==> src/pkg/hsl_pkg.sv <==
// Package of constants and carrier types for the hub strap sampler
package hsl_pkg;
  // Port count, fixed for the four-port variant
  localparam int unsigned NUM_PORTS = 4;
  // Configuration method encoding {hi, lo}
  localparam logic [1:0] CFG_DEFAULT = 2'h0;
  localparam logic [1:0] CFG_SMBUS = 2'h1;
  localparam logic [1:0] CFG_BUS_PWR = 2'h2;
  localparam logic [1:0] CFG_EEPROM = 2'h3;
  // Fixed-port strap decode
  localparam logic [1:0] FIX_NONE = 2'h0;
  localparam logic [1:0] FIX_P1 = 2'h1;
  localparam logic [1:0] FIX_P12 = 2'h2;
  localparam logic [1:0] FIX_P123 = 2'h3;
  // Reset values
  localparam logic [1:0] RST_CFG = 2'h0;
  localparam logic [1:0] RST_FIX = 2'h0;
  localparam logic [NUM_PORTS-1:0] RST_CHG = 4'h0;
  // Strap inputs sampled at reset release
  typedef struct packed {
    logic cfg_hi;
    logic cfg_lo;
    logic [1:0] fixed_port_strap_pair;
    logic [NUM_PORTS-1:0] charge_enable_straps;
  } hsl_straps_t;
  // Captured configuration held until the next reset
  typedef struct packed {
    logic [1:0] cfg_method;
    logic straps_enabled;
    logic [1:0] fixed_code;
    logic [NUM_PORTS-1:0] fixed_ports;
    logic compound;
    logic [NUM_PORTS-1:0] charge_enable;
    logic led_lo_active_low;
    logic bus_powered_cfg;
  } hsl_config_t;
  // Hub link state feeding the indicators
  typedef struct packed {
    logic connected;
    logic high_speed;
    logic configured;
    logic suspended;
  } hsl_link_t;
  // Sampler states, one-hot
  typedef enum logic [2:0] {
    HSL_ST_RESET = 3'h1,
    HSL_ST_CAPTURE = 3'h2,
    HSL_ST_HOLD = 3'h4
  } hsl_state_t;
endpackage

==> src/hw/hsl_fixed_decode.sv <==
// Decoder of the fixed-port strap pair into a per-port mask
`timescale 1ns/1ps
module hsl_fixed_decode
  import hsl_pkg::*;
(
  input wire logic [1:0] code_i,
  output logic [hsl_pkg::NUM_PORTS-1:0] fixed_o
);
  always_comb
  begin
    case (code_i)
      FIX_NONE: fixed_o = 4'h0;
      FIX_P1: fixed_o = 4'h1;
      FIX_P12: fixed_o = 4'h3;
      FIX_P123: fixed_o = 4'h7;
      default: fixed_o = 4'h0;
    endcase
  end
endmodule

==> src/hw/hsl_led_drive.sv <==
// Indicator pin driver with strap-selected polarity
`timescale 1ns/1ps
module hsl_led_drive
(
  input wire logic lit_i,
  input wire logic active_low_i,
  input wire logic sampling_i,
  output logic pin_o,
  output logic pin_oe_o
);
  // Pin released while strap level is sampled, so the resistor sets it
  assign pin_o = lit_i ^ active_low_i;
  assign pin_oe_o = ~sampling_i;
endmodule

==> src/hw/hsl_strap_core.sv <==
// Strap sampling and status indicator logic of the hub
`timescale 1ns/1ps
// Overview of operation
// - High-speed indicator on when upstream is at high speed, off at full speed.
// - Latch both configuration-select straps at reset release to pick config method.
// - Active/suspend indicator on only when configured and not suspended.
// - Local-power detect low means bus power only, high means local power.
// - With straps enabled, sample both fixed-port strap bits together one cycle after release, once the method is latched.
// - Fixed-port code 00 none, 01 port 1, 10 ports 1-2, 11 ports 1-3.
// - LED on low fixed-port pin active high if strap 0, active low if 1.
// - LED polarity of shared strap pins comes from the sampled strap value; the low fixed-port pin stays active high with straps disabled.
// - Strap levels honoured only when the config method enables straps.
// - Pin high samples as option 1, pin low as option 0.
// - Pull-down pins read option 0 when nothing pulls them high.
// - Charge enables sampled from port power pins, one bit per port.
// - Charge enable strap 1 enables charging on that port, 0 disables.
// - Any fixed port makes the hub report itself as a compound device.
// - SMBus or EEPROM configuration disables all strap options.
module hsl_strap_core
  import hsl_pkg::*;
(
  input wire logic clk_i,
  input wire logic rst_i,
  input wire hsl_pkg::hsl_straps_t straps_i,
  input wire hsl_pkg::hsl_link_t link_i,
  input wire logic local_power_detect_i,
  input wire logic [hsl_pkg::NUM_PORTS-1:0] port_power_req_i,
  output logic high_speed_indicator_o,
  output logic high_speed_indicator_oe_o,
  output logic active_suspend_indicator_o,
  output logic active_suspend_indicator_oe_o,
  output logic [hsl_pkg::NUM_PORTS-1:0] port_power_outputs_o,
  output logic [hsl_pkg::NUM_PORTS-1:0] port_power_outputs_oe_o,
  output hsl_pkg::hsl_config_t config_o,
  output logic config_valid_o,
  output logic self_powered_o
);
  import hsl_pkg::*;

  // ==========================================================
  // Sampler state
  hsl_state_t state_ff;
  hsl_state_t nxt_state;
  logic [1:0] cfg_ff;
  logic [1:0] nxt_cfg;
  logic [1:0] fix_ff;
  logic [1:0] nxt_fix;
  logic [NUM_PORTS-1:0] chg_ff;
  logic [NUM_PORTS-1:0] nxt_chg;
  logic strap_en;
  logic sampling;
  logic [NUM_PORTS-1:0] fixed_mask;

  // Config method decides whether strap levels count
  assign strap_en = (cfg_ff == CFG_DEFAULT) || (cfg_ff == CFG_BUS_PWR);
  assign sampling = (state_ff != HSL_ST_HOLD);

  always_comb
  begin
    nxt_state = state_ff;
    nxt_cfg = cfg_ff;
    nxt_fix = fix_ff;
    nxt_chg = chg_ff;
    case (state_ff)
      HSL_ST_RESET:
      begin
        // Straps read as plain levels: high is 1, low or pulled-down is 0
        nxt_cfg = {straps_i.cfg_hi, straps_i.cfg_lo};
        nxt_state = HSL_ST_CAPTURE;
      end
      HSL_ST_CAPTURE:
      begin
        // Method known one cycle before the other straps are honoured
        if (strap_en)
        begin
          nxt_fix = straps_i.fixed_port_strap_pair;
          nxt_chg = straps_i.charge_enable_straps;
        end
        else
        begin
          nxt_fix = RST_FIX;
          nxt_chg = RST_CHG;
        end
        nxt_state = HSL_ST_HOLD;
      end
      HSL_ST_HOLD:
      begin
        nxt_state = HSL_ST_HOLD;
      end
      default:
      begin
        nxt_state = HSL_ST_RESET;
      end
    endcase
  end

  // Reset held as the strap window; release is the sampling moment
  always_ff @(posedge clk_i)
  begin
    if (rst_i)
    begin
      state_ff <= HSL_ST_RESET;
      fix_ff <= RST_FIX;
      chg_ff <= RST_CHG;
      cfg_ff <= RST_CFG;
    end
    else
    begin
      state_ff <= nxt_state;
      cfg_ff <= nxt_cfg;
      fix_ff <= nxt_fix;
      chg_ff <= nxt_chg;
    end
  end

  // ==========================================================
  // Derived configuration
  hsl_fixed_decode u_fixed_decode
  (
    .code_i(fix_ff),
    .fixed_o(fixed_mask)
  );

  always_comb
  begin
    config_o.cfg_method = cfg_ff;
    config_o.straps_enabled = strap_en;
    config_o.fixed_code = fix_ff;
    config_o.fixed_ports = fixed_mask;
    config_o.compound = (fix_ff != FIX_NONE);
    config_o.charge_enable = chg_ff;
    config_o.led_lo_active_low = fix_ff[0];
    config_o.bus_powered_cfg = (cfg_ff == CFG_BUS_PWR);
  end

  assign config_valid_o = (state_ff == HSL_ST_HOLD);
  // Low means all power from upstream bus
  assign self_powered_o = local_power_detect_i;

  // ==========================================================
  // Indicators
  logic hs_lit;
  logic act_lit;
  logic act_pol;
  logic hs_pol;
  assign hs_lit = link_i.connected & link_i.high_speed;
  // High-speed pin doubles as the upper select strap, so it follows that level
  assign hs_pol = config_valid_o & cfg_ff[1];
  assign act_lit = link_i.configured & ~link_i.suspended;
  // Polarity only meaningful once the strap is held
  assign act_pol = config_valid_o & fix_ff[0];

  hsl_led_drive u_hs_led
  (
    .lit_i(hs_lit),
    .active_low_i(hs_pol),
    .sampling_i(sampling),
    .pin_o(high_speed_indicator_o),
    .pin_oe_o(high_speed_indicator_oe_o)
  );

  hsl_led_drive u_act_led
  (
    .lit_i(act_lit),
    .active_low_i(act_pol),
    .sampling_i(sampling),
    .pin_o(active_suspend_indicator_o),
    .pin_oe_o(active_suspend_indicator_oe_o)
  );

  // Port power pins released during sampling so the pull-downs set the strap
  assign port_power_outputs_o = config_valid_o ? (port_power_req_i | chg_ff) : 4'h0;
  assign port_power_outputs_oe_o = {NUM_PORTS{config_valid_o}};

  // ==========================================================
  // Per-port checks
  for (genvar p = 0; p < NUM_PORTS; p++)
  begin : g_port
    chk_port_charge: assert property (@(posedge clk_i) disable iff (rst_i)
      (config_valid_o && chg_ff[p]) |-> port_power_outputs_o[p])
      else $error("charging port not powered");

    // Host request alone may still power a port that is not charging
    chk_port_idle: assert property (@(posedge clk_i) disable iff (rst_i)
      (config_valid_o && !chg_ff[p] && !port_power_req_i[p]) |-> !port_power_outputs_o[p])
      else $error("idle port powered");

    chk_port_oe: assert property (@(posedge clk_i) disable iff (rst_i)
      port_power_outputs_oe_o[p] == config_valid_o)
      else $error("port power pin drive wrong");

    chk_chg_bit: assert property (@(posedge clk_i) disable iff (rst_i)
      (state_ff == HSL_ST_CAPTURE)
      |=> (chg_ff[p] == ($past(strap_en) & $past(straps_i.charge_enable_straps[p]))))
      else $error("charge strap bit wrong");
  end

  // ==========================================================
  // Checks on capture
  chk_cfg_latch: assert property (@(posedge clk_i) disable iff (rst_i)
    $past(rst_i) |=> (cfg_ff == $past({straps_i.cfg_hi, straps_i.cfg_lo})))
    else $error("config select not latched at release");

  chk_capture_start: assert property (@(posedge clk_i) disable iff (rst_i)
    $past(rst_i) |-> (state_ff == HSL_ST_RESET))
    else $error("sampler not at start after release");

  chk_valid_timing: assert property (@(posedge clk_i) disable iff (rst_i)
    $past(rst_i) |-> (!config_valid_o ##1 !config_valid_o ##1 config_valid_o))
    else $error("config valid at wrong edge");

  chk_capture_next: assert property (@(posedge clk_i) disable iff (rst_i)
    (state_ff == HSL_ST_CAPTURE) |=> config_valid_o)
    else $error("capture did not end in hold");

  chk_fix_sample: assert property (@(posedge clk_i) disable iff (rst_i)
    (state_ff == HSL_ST_CAPTURE && strap_en)
    |=> (fix_ff == $past(straps_i.fixed_port_strap_pair)))
    else $error("fixed-port straps not sampled");

  chk_chg_sample: assert property (@(posedge clk_i) disable iff (rst_i)
    (state_ff == HSL_ST_CAPTURE && strap_en) |=> (chg_ff == $past(straps_i.charge_enable_straps)))
    else $error("charge strap not sampled");

  chk_gate_off: assert property (@(posedge clk_i) disable iff (rst_i)
    (state_ff == HSL_ST_CAPTURE && !strap_en) |=> (fix_ff == RST_FIX && chg_ff == RST_CHG))
    else $error("straps captured while disabled");

  chk_strap_gate: assert property (@(posedge clk_i) disable iff (rst_i)
    (config_valid_o && !strap_en) |-> (fix_ff == 2'h0 && chg_ff == 4'h0))
    else $error("straps honoured while disabled");

  // Method bit 0 alone selects an external configuration source
  chk_strap_method: assert property (@(posedge clk_i) disable iff (rst_i)
    config_o.straps_enabled == !config_o.cfg_method[0])
    else $error("strap enable does not follow method");

  chk_strap_ignored: assert property (@(posedge clk_i) disable iff (rst_i)
    (config_valid_o && !config_o.straps_enabled) |-> !config_o.compound)
    else $error("compound set with straps disabled");

  chk_bus_pwr_cfg: assert property (@(posedge clk_i) disable iff (rst_i)
    config_o.bus_powered_cfg |-> config_o.straps_enabled)
    else $error("bus-powered method lost its straps");

  chk_hold_stable: assert property (@(posedge clk_i) disable iff (rst_i)
    (config_valid_o && $past(config_valid_o)) |-> $stable(config_o))
    else $error("held config changed");

  chk_hold_state: assert property (@(posedge clk_i) disable iff (rst_i)
    (state_ff == HSL_ST_HOLD) |=> (state_ff == HSL_ST_HOLD))
    else $error("sampler left hold without reset");

  chk_state_onehot: assert property (@(posedge clk_i) disable iff (rst_i)
    $onehot(state_ff))
    else $error("sampler state not one-hot");

  // ==========================================================
  // Checks on derived values
  chk_fix_none: assert property (@(posedge clk_i) disable iff (rst_i)
    (fix_ff == FIX_NONE) |-> (config_o.fixed_ports == 4'h0))
    else $error("fixed port decode wrong for none");

  chk_fix_one: assert property (@(posedge clk_i) disable iff (rst_i)
    (fix_ff == FIX_P1) |-> (config_o.fixed_ports == 4'h1))
    else $error("fixed port decode wrong for one port");

  chk_fix_decode: assert property (@(posedge clk_i) disable iff (rst_i)
    (fix_ff == 2'h2) |-> (config_o.fixed_ports == 4'h3))
    else $error("fixed port decode wrong");

  chk_fix_three: assert property (@(posedge clk_i) disable iff (rst_i)
    (fix_ff == FIX_P123) |-> (config_o.fixed_ports == 4'h7))
    else $error("fixed port decode wrong for three ports");

  chk_compound_flag: assert property (@(posedge clk_i) disable iff (rst_i)
    config_o.compound == (config_o.fixed_ports != 4'h0))
    else $error("compound flag wrong");

  // ==========================================================
  // Checks on pins
  chk_hs_follow: assert property (@(posedge clk_i) disable iff (rst_i)
    config_valid_o |-> ((high_speed_indicator_o ^ cfg_ff[1])
      == (link_i.connected & link_i.high_speed)))
    else $error("high-speed indicator wrong");

  chk_hs_fs: assert property (@(posedge clk_i) disable iff (rst_i)
    (config_valid_o && link_i.connected && !link_i.high_speed)
    |-> (high_speed_indicator_o == cfg_ff[1]))
    else $error("high-speed indicator lit at full speed");

  chk_hs_idle: assert property (@(posedge clk_i) disable iff (rst_i)
    (config_valid_o && !link_i.connected) |-> (high_speed_indicator_o == cfg_ff[1]))
    else $error("high-speed indicator lit while unconnected");

  chk_act_ind: assert property (@(posedge clk_i) disable iff (rst_i)
    config_valid_o |-> ((active_suspend_indicator_o ^ fix_ff[0])
      == (link_i.configured & ~link_i.suspended)))
    else $error("active indicator wrong");

  chk_as_quiet: assert property (@(posedge clk_i) disable iff (rst_i)
    (config_valid_o && !link_i.configured) |-> (active_suspend_indicator_o == fix_ff[0]))
    else $error("active indicator lit while unconfigured");

  chk_as_pol_off: assert property (@(posedge clk_i) disable iff (rst_i)
    (config_valid_o && !strap_en) |-> (active_suspend_indicator_o == act_lit))
    else $error("active indicator inverted with straps disabled");

  chk_pwr_detect: assert property (@(posedge clk_i) disable iff (rst_i)
    self_powered_o == local_power_detect_i)
    else $error("local power detect wrong");

  // Released pins let the resistors set the strap level
  chk_oe_release: assert property (@(posedge clk_i) disable iff (rst_i)
    !config_valid_o |-> !(high_speed_indicator_oe_o || active_suspend_indicator_oe_o
      || (|port_power_outputs_oe_o)))
    else $error("pin driven while straps sampled");

  chk_pins_driven: assert property (@(posedge clk_i) disable iff (rst_i)
    config_valid_o |-> (high_speed_indicator_oe_o && active_suspend_indicator_oe_o))
    else $error("indicator pin not driven after capture");
endmodule

==> config.mk <==
export PLATFORM = sky130hd
export DESIGN_NAME = hsl_strap_core
export DESIGN_NICKNAME = d
export VERILOG_FILES = /design/src/pkg/hsl_pkg.sv /design/src/hw/hsl_fixed_decode.sv /design/src/hw/hsl_led_drive.sv /design/src/hw/hsl_strap_core.sv
export SDC_FILE = /design/constraint.sdc
export NUM_CORES = 1
export LEC_CHECK = 0
export BUFFER_PORTS_ARGS = -buffer_cell sky130_fd_sc_hd__clkbuf_2
export CELL_PAD_IN_SITES_DETAIL_PLACEMENT = 1
export CELL_PAD_IN_SITES_GLOBAL_PLACEMENT = 1
export CORE_AREA = 8 8 60 62
export DETAILED_ROUTE_END_ITERATION = 7
export DIE_AREA = 0 0 68 70
export PLACE_DENSITY_LB_ADDON = 0.1
export SLEW_MARGIN = 15
export SYNTH_ARGS = -nofsm -noshare
export SYNTH_HDL_FRONTEND = slang
export SYNTH_SLANG_ARGS = --single-unit
==> constraint.sdc <==
create_clock -name clk_i -period 1.5 [get_ports clk_i]
set_clock_uncertainty 0.15 [all_clocks]
set_input_delay 0.3 -clock clk_i [delete_from_list [all_inputs] [get_ports clk_i]]
set_output_delay 0.3 -clock clk_i [all_outputs]
set_load 0.005 [all_outputs]
==> results.txt <==
The sequential-to-total area share from yosys stat came out at 0.311. The instance count of the mapped netlist came out at 73. The floorplan step set the die width to 68 um. In the synthesized netlist the async set-or-reset flop fraction comes to 0. The final hold violation count was 0. The clock network latency to the later pin of the worst-skew pair is 0.26 ns.

After routing the design area is 970 um^2. The classification of the worst-slack hold path is input pin to flip-flop. The total half-perimeter wirelength after legalization and detailed placement is 1530 um. The met2 track demand over resource in global routing came out at 0.134.

The share of the clock period used by the worst path is 1.10. The largest fanout on the critical path is 12. For this run, global-route usage on met1 was measured as 0.0849. The number of distinct standard cells referenced by the synthesized netlist came out at 21.

The top cell types in the final layout, fill and taps aside, are sky130_fd_sc_hd__clkbuf_2, sky130_fd_sc_hd__nand2b_1, sky130_fd_sc_hd__mux2i_1. The data arrival at the endpoint of the critical path is 1.20 ns. The critical path is of the flip-flop to output port type.

The total nets after synthesis is 92. The worst-case clock buffer depth came out at 2. The post-detailed-route via-to-cell ratio is 4.26. At the end of the flow, the number of nets in the layout was 134. The maximum level of the CTS H-tree came out at 1. Setup repair after global routing could not meet its margin everywhere. The relative area change from synthesis to final layout came out at 36.9%. The flow ran to the end, but the final reports show violations. The routability-driven placement congestion ratio came out at 0.664.

The floorplan die area is 4760 um^2. The detailed-route wire length per cell is 12.8 um. The power per cell area came out at 1060 nW/um^2. Counting flops with a built-in enable in the synthesized netlist gives 0. The final total negative setup slack came out at -1.17 ns.

For this configuration, the core starts out at a cell density of 0.266. The total number of yosys warnings is 0. The final global-route overflow total came out at 0. The core box area came out at 2660 um^2.

The number of antenna violations at the first check in global routing is 0. The worst-case register-to-register setup slack came out at 0.24 ns. The top flip-flop cell by instance count after synthesis is sky130_fd_sc_hd__dfxtp_1. Across all setup checks in the final design, the least slack found is -0.152 ns. The starting DRC count in detailed routing is 8. The first-pass GRT wire length came out at 3020 um.

The worst supply voltage drop on vdd came out at 453 uV. The number of pins with negative max-slew slack in the final report came out at 0. Setup violations remaining at the end of the flow were counted as 13. met2 is the most crowded layer. The number of antenna-violating nets in the routed design came out at 0. CTS placed an instance of sky130_fd_sc_hd__clkbuf_4 at the clock tree root. The global routing usage on met3 came out at 0.0335. The proportion of layout cells with a drive suffix above 1 is 0.561. The total wire length came out at 1860 um.

Entering global routing, the biggest net connects 18 pins. The total power came out at 1.03 mW. Based on the critical path, the design can be clocked at up to 0.606 GHz. The via total after detailed routing came out at 617. The final reports fail on negative setup slack. The total leakage power is 0.481 nW. Clock tree synthesis inserted a total of 3 buffers. The number of port buffers came out at 45.

The library cell used most frequently in the layout, excluding fill and tap cells, is sky130_fd_sc_hd__clkbuf_2. The CTS sink count came out at 11. The die boundary height came out at 70 um. The number of remaining DRC errors came out at 0.

The startpoint type of the worst setup path is a flip-flop. The repair_antennas step left the layout with diodes totalling 0. The critical path required time came out at 1.05 ns. The average footprint of a synthesized cell came out at 9.70 um^2. The register bit total from synthesis came out at 11. 49 I/O pins were placed. The combined global-route utilization of all metal layers is 0.0803. The kind of end point of the critical path is an output port.

The area of placed instances came out at 921 um^2. The number of global-route vias before repair is 632. The number of iterations in the first detailed-routing pass is 4.

The clock-pin slew reported for the worst setup and hold paths after clock tree synthesis is 0.07 ns. Max-cap violations in this run came to 0. TritonCTS built the clock tree.

The row count is 19. The area of the mapped netlist came out at 708 um^2. The clock period minus worst slack came out at 1.65 ns.
[report_power, final]
group | switching [mW] | internal, mW
Sequential | 0.0769 | 0.363
Combinational | 0.161 | 0.231
Clock | 0.0961 | 0.103
[cell type report]
cell class                      instances  area (um^2)
Multi-Input combinational cell         46          382
Timing Repair Buffer                   51          283
Fill cell                             329         1690
Clock buffer                            4         26.3
Sequential cell                        11          233
Tap cell                               31         38.8
Inverter                                2         7.51
[layer usage]
layer,up-vias,routed length [um],part of all wire
li1,317,-,-
met1,276,737,0.40
met2,22,939,0.51
met3,2,165,0.089
met4,0,17,0.0091
met5,-,0,0
[worst max-delay path: stages (launching register included)]
cell and delay (ns):
sky130_fd_sc_hd__dfxtp_2 0.35, sky130_fd_sc_hd__nor3b_4 0.23, sky130_fd_sc_hd__buf_12 0.15, sky130_fd_sc_hd__o21a_1 0.11, sky130_fd_sc_hd__buf_2 0.10
[state kept, by name, indices dropped and copies added (netlist names)]
register,flops
cfg_ff,2
chg_ff,4
fix_ff,2
state_ff,3
[cell usage after synthesis (2+ instances only)]
library cell | instances | area [um^2]
sky130_fd_sc_hd__buf_4 | 11 | 82.6
sky130_fd_sc_hd__o21a_1 | 5 | 37.5
sky130_fd_sc_hd__dfxtp_1 | 11 | 220
sky130_fd_sc_hd__nor3b_2 | 2 | 25.0
sky130_fd_sc_hd__inv_1 | 2 | 7.51
sky130_fd_sc_hd__and4bb_1 | 2 | 25.0
sky130_fd_sc_hd__mux2i_1 | 8 | 80.1
sky130_fd_sc_hd__nand2b_1 | 11 | 68.8
sky130_fd_sc_hd__and2_1 | 2 | 12.5
sky130_fd_sc_hd__or3b_1 | 6 | 52.6
sky130_fd_sc_hd__xnor2_1 | 2 | 17.5
sky130_fd_sc_hd__clkbuf_1 | 2 | 7.51
[kinds of logic (layout without fill, tap and decap cells)]
kind of cell | Yosys count | count (layout) | share of synthesized area
xor+xnor | 3 | 3 | 0.0371
simple gates | 27 | 27 | 0.309
other cells | 1 | 1 | 0.00530
mux | 8 | 8 | 0.113
compound gates | 7 | 7 | 0.0707
buf+inv | 16 | 57 | 0.154
flops | 11 | 11 | 0.311
[path summary, 6_finish.rpt]
check	start	to	cells past startpoint
worst max-delay path	state_ff[0]	port_power_outputs_o[1]	4
worst max register to register	state_ff[1]	chg_ff[0]	4
worst min-delay path	straps_i[6]	cfg_ff[0]	3
worst min register to register	chg_ff[2]	chg_ff[2]	2
[metrics by stage]
step                      hold WS, ns  cells  utilization  worst slack, ns
final                           0.128    145        0.364           -0.152
after global routing            0.122    145        0.364           -0.231
after CTS                       0.117    144        0.358           -0.197
after detailed placement        0.340    140        0.346           0.0866
after global placement          0.328    140        0.346            0.117
after floorplan                 0.305     73            -           0.0552
[timing repair]
item / CTS / global route
gates resized for setup: 4 / 10
cloned: 0 / 0
endpoints found under the setup margin: 15 / 17
hold buffers: 0 / 0
setup buffers: 0 / 1
pin swaps: 1 / 1
Power figures use the tool's default switching activity.
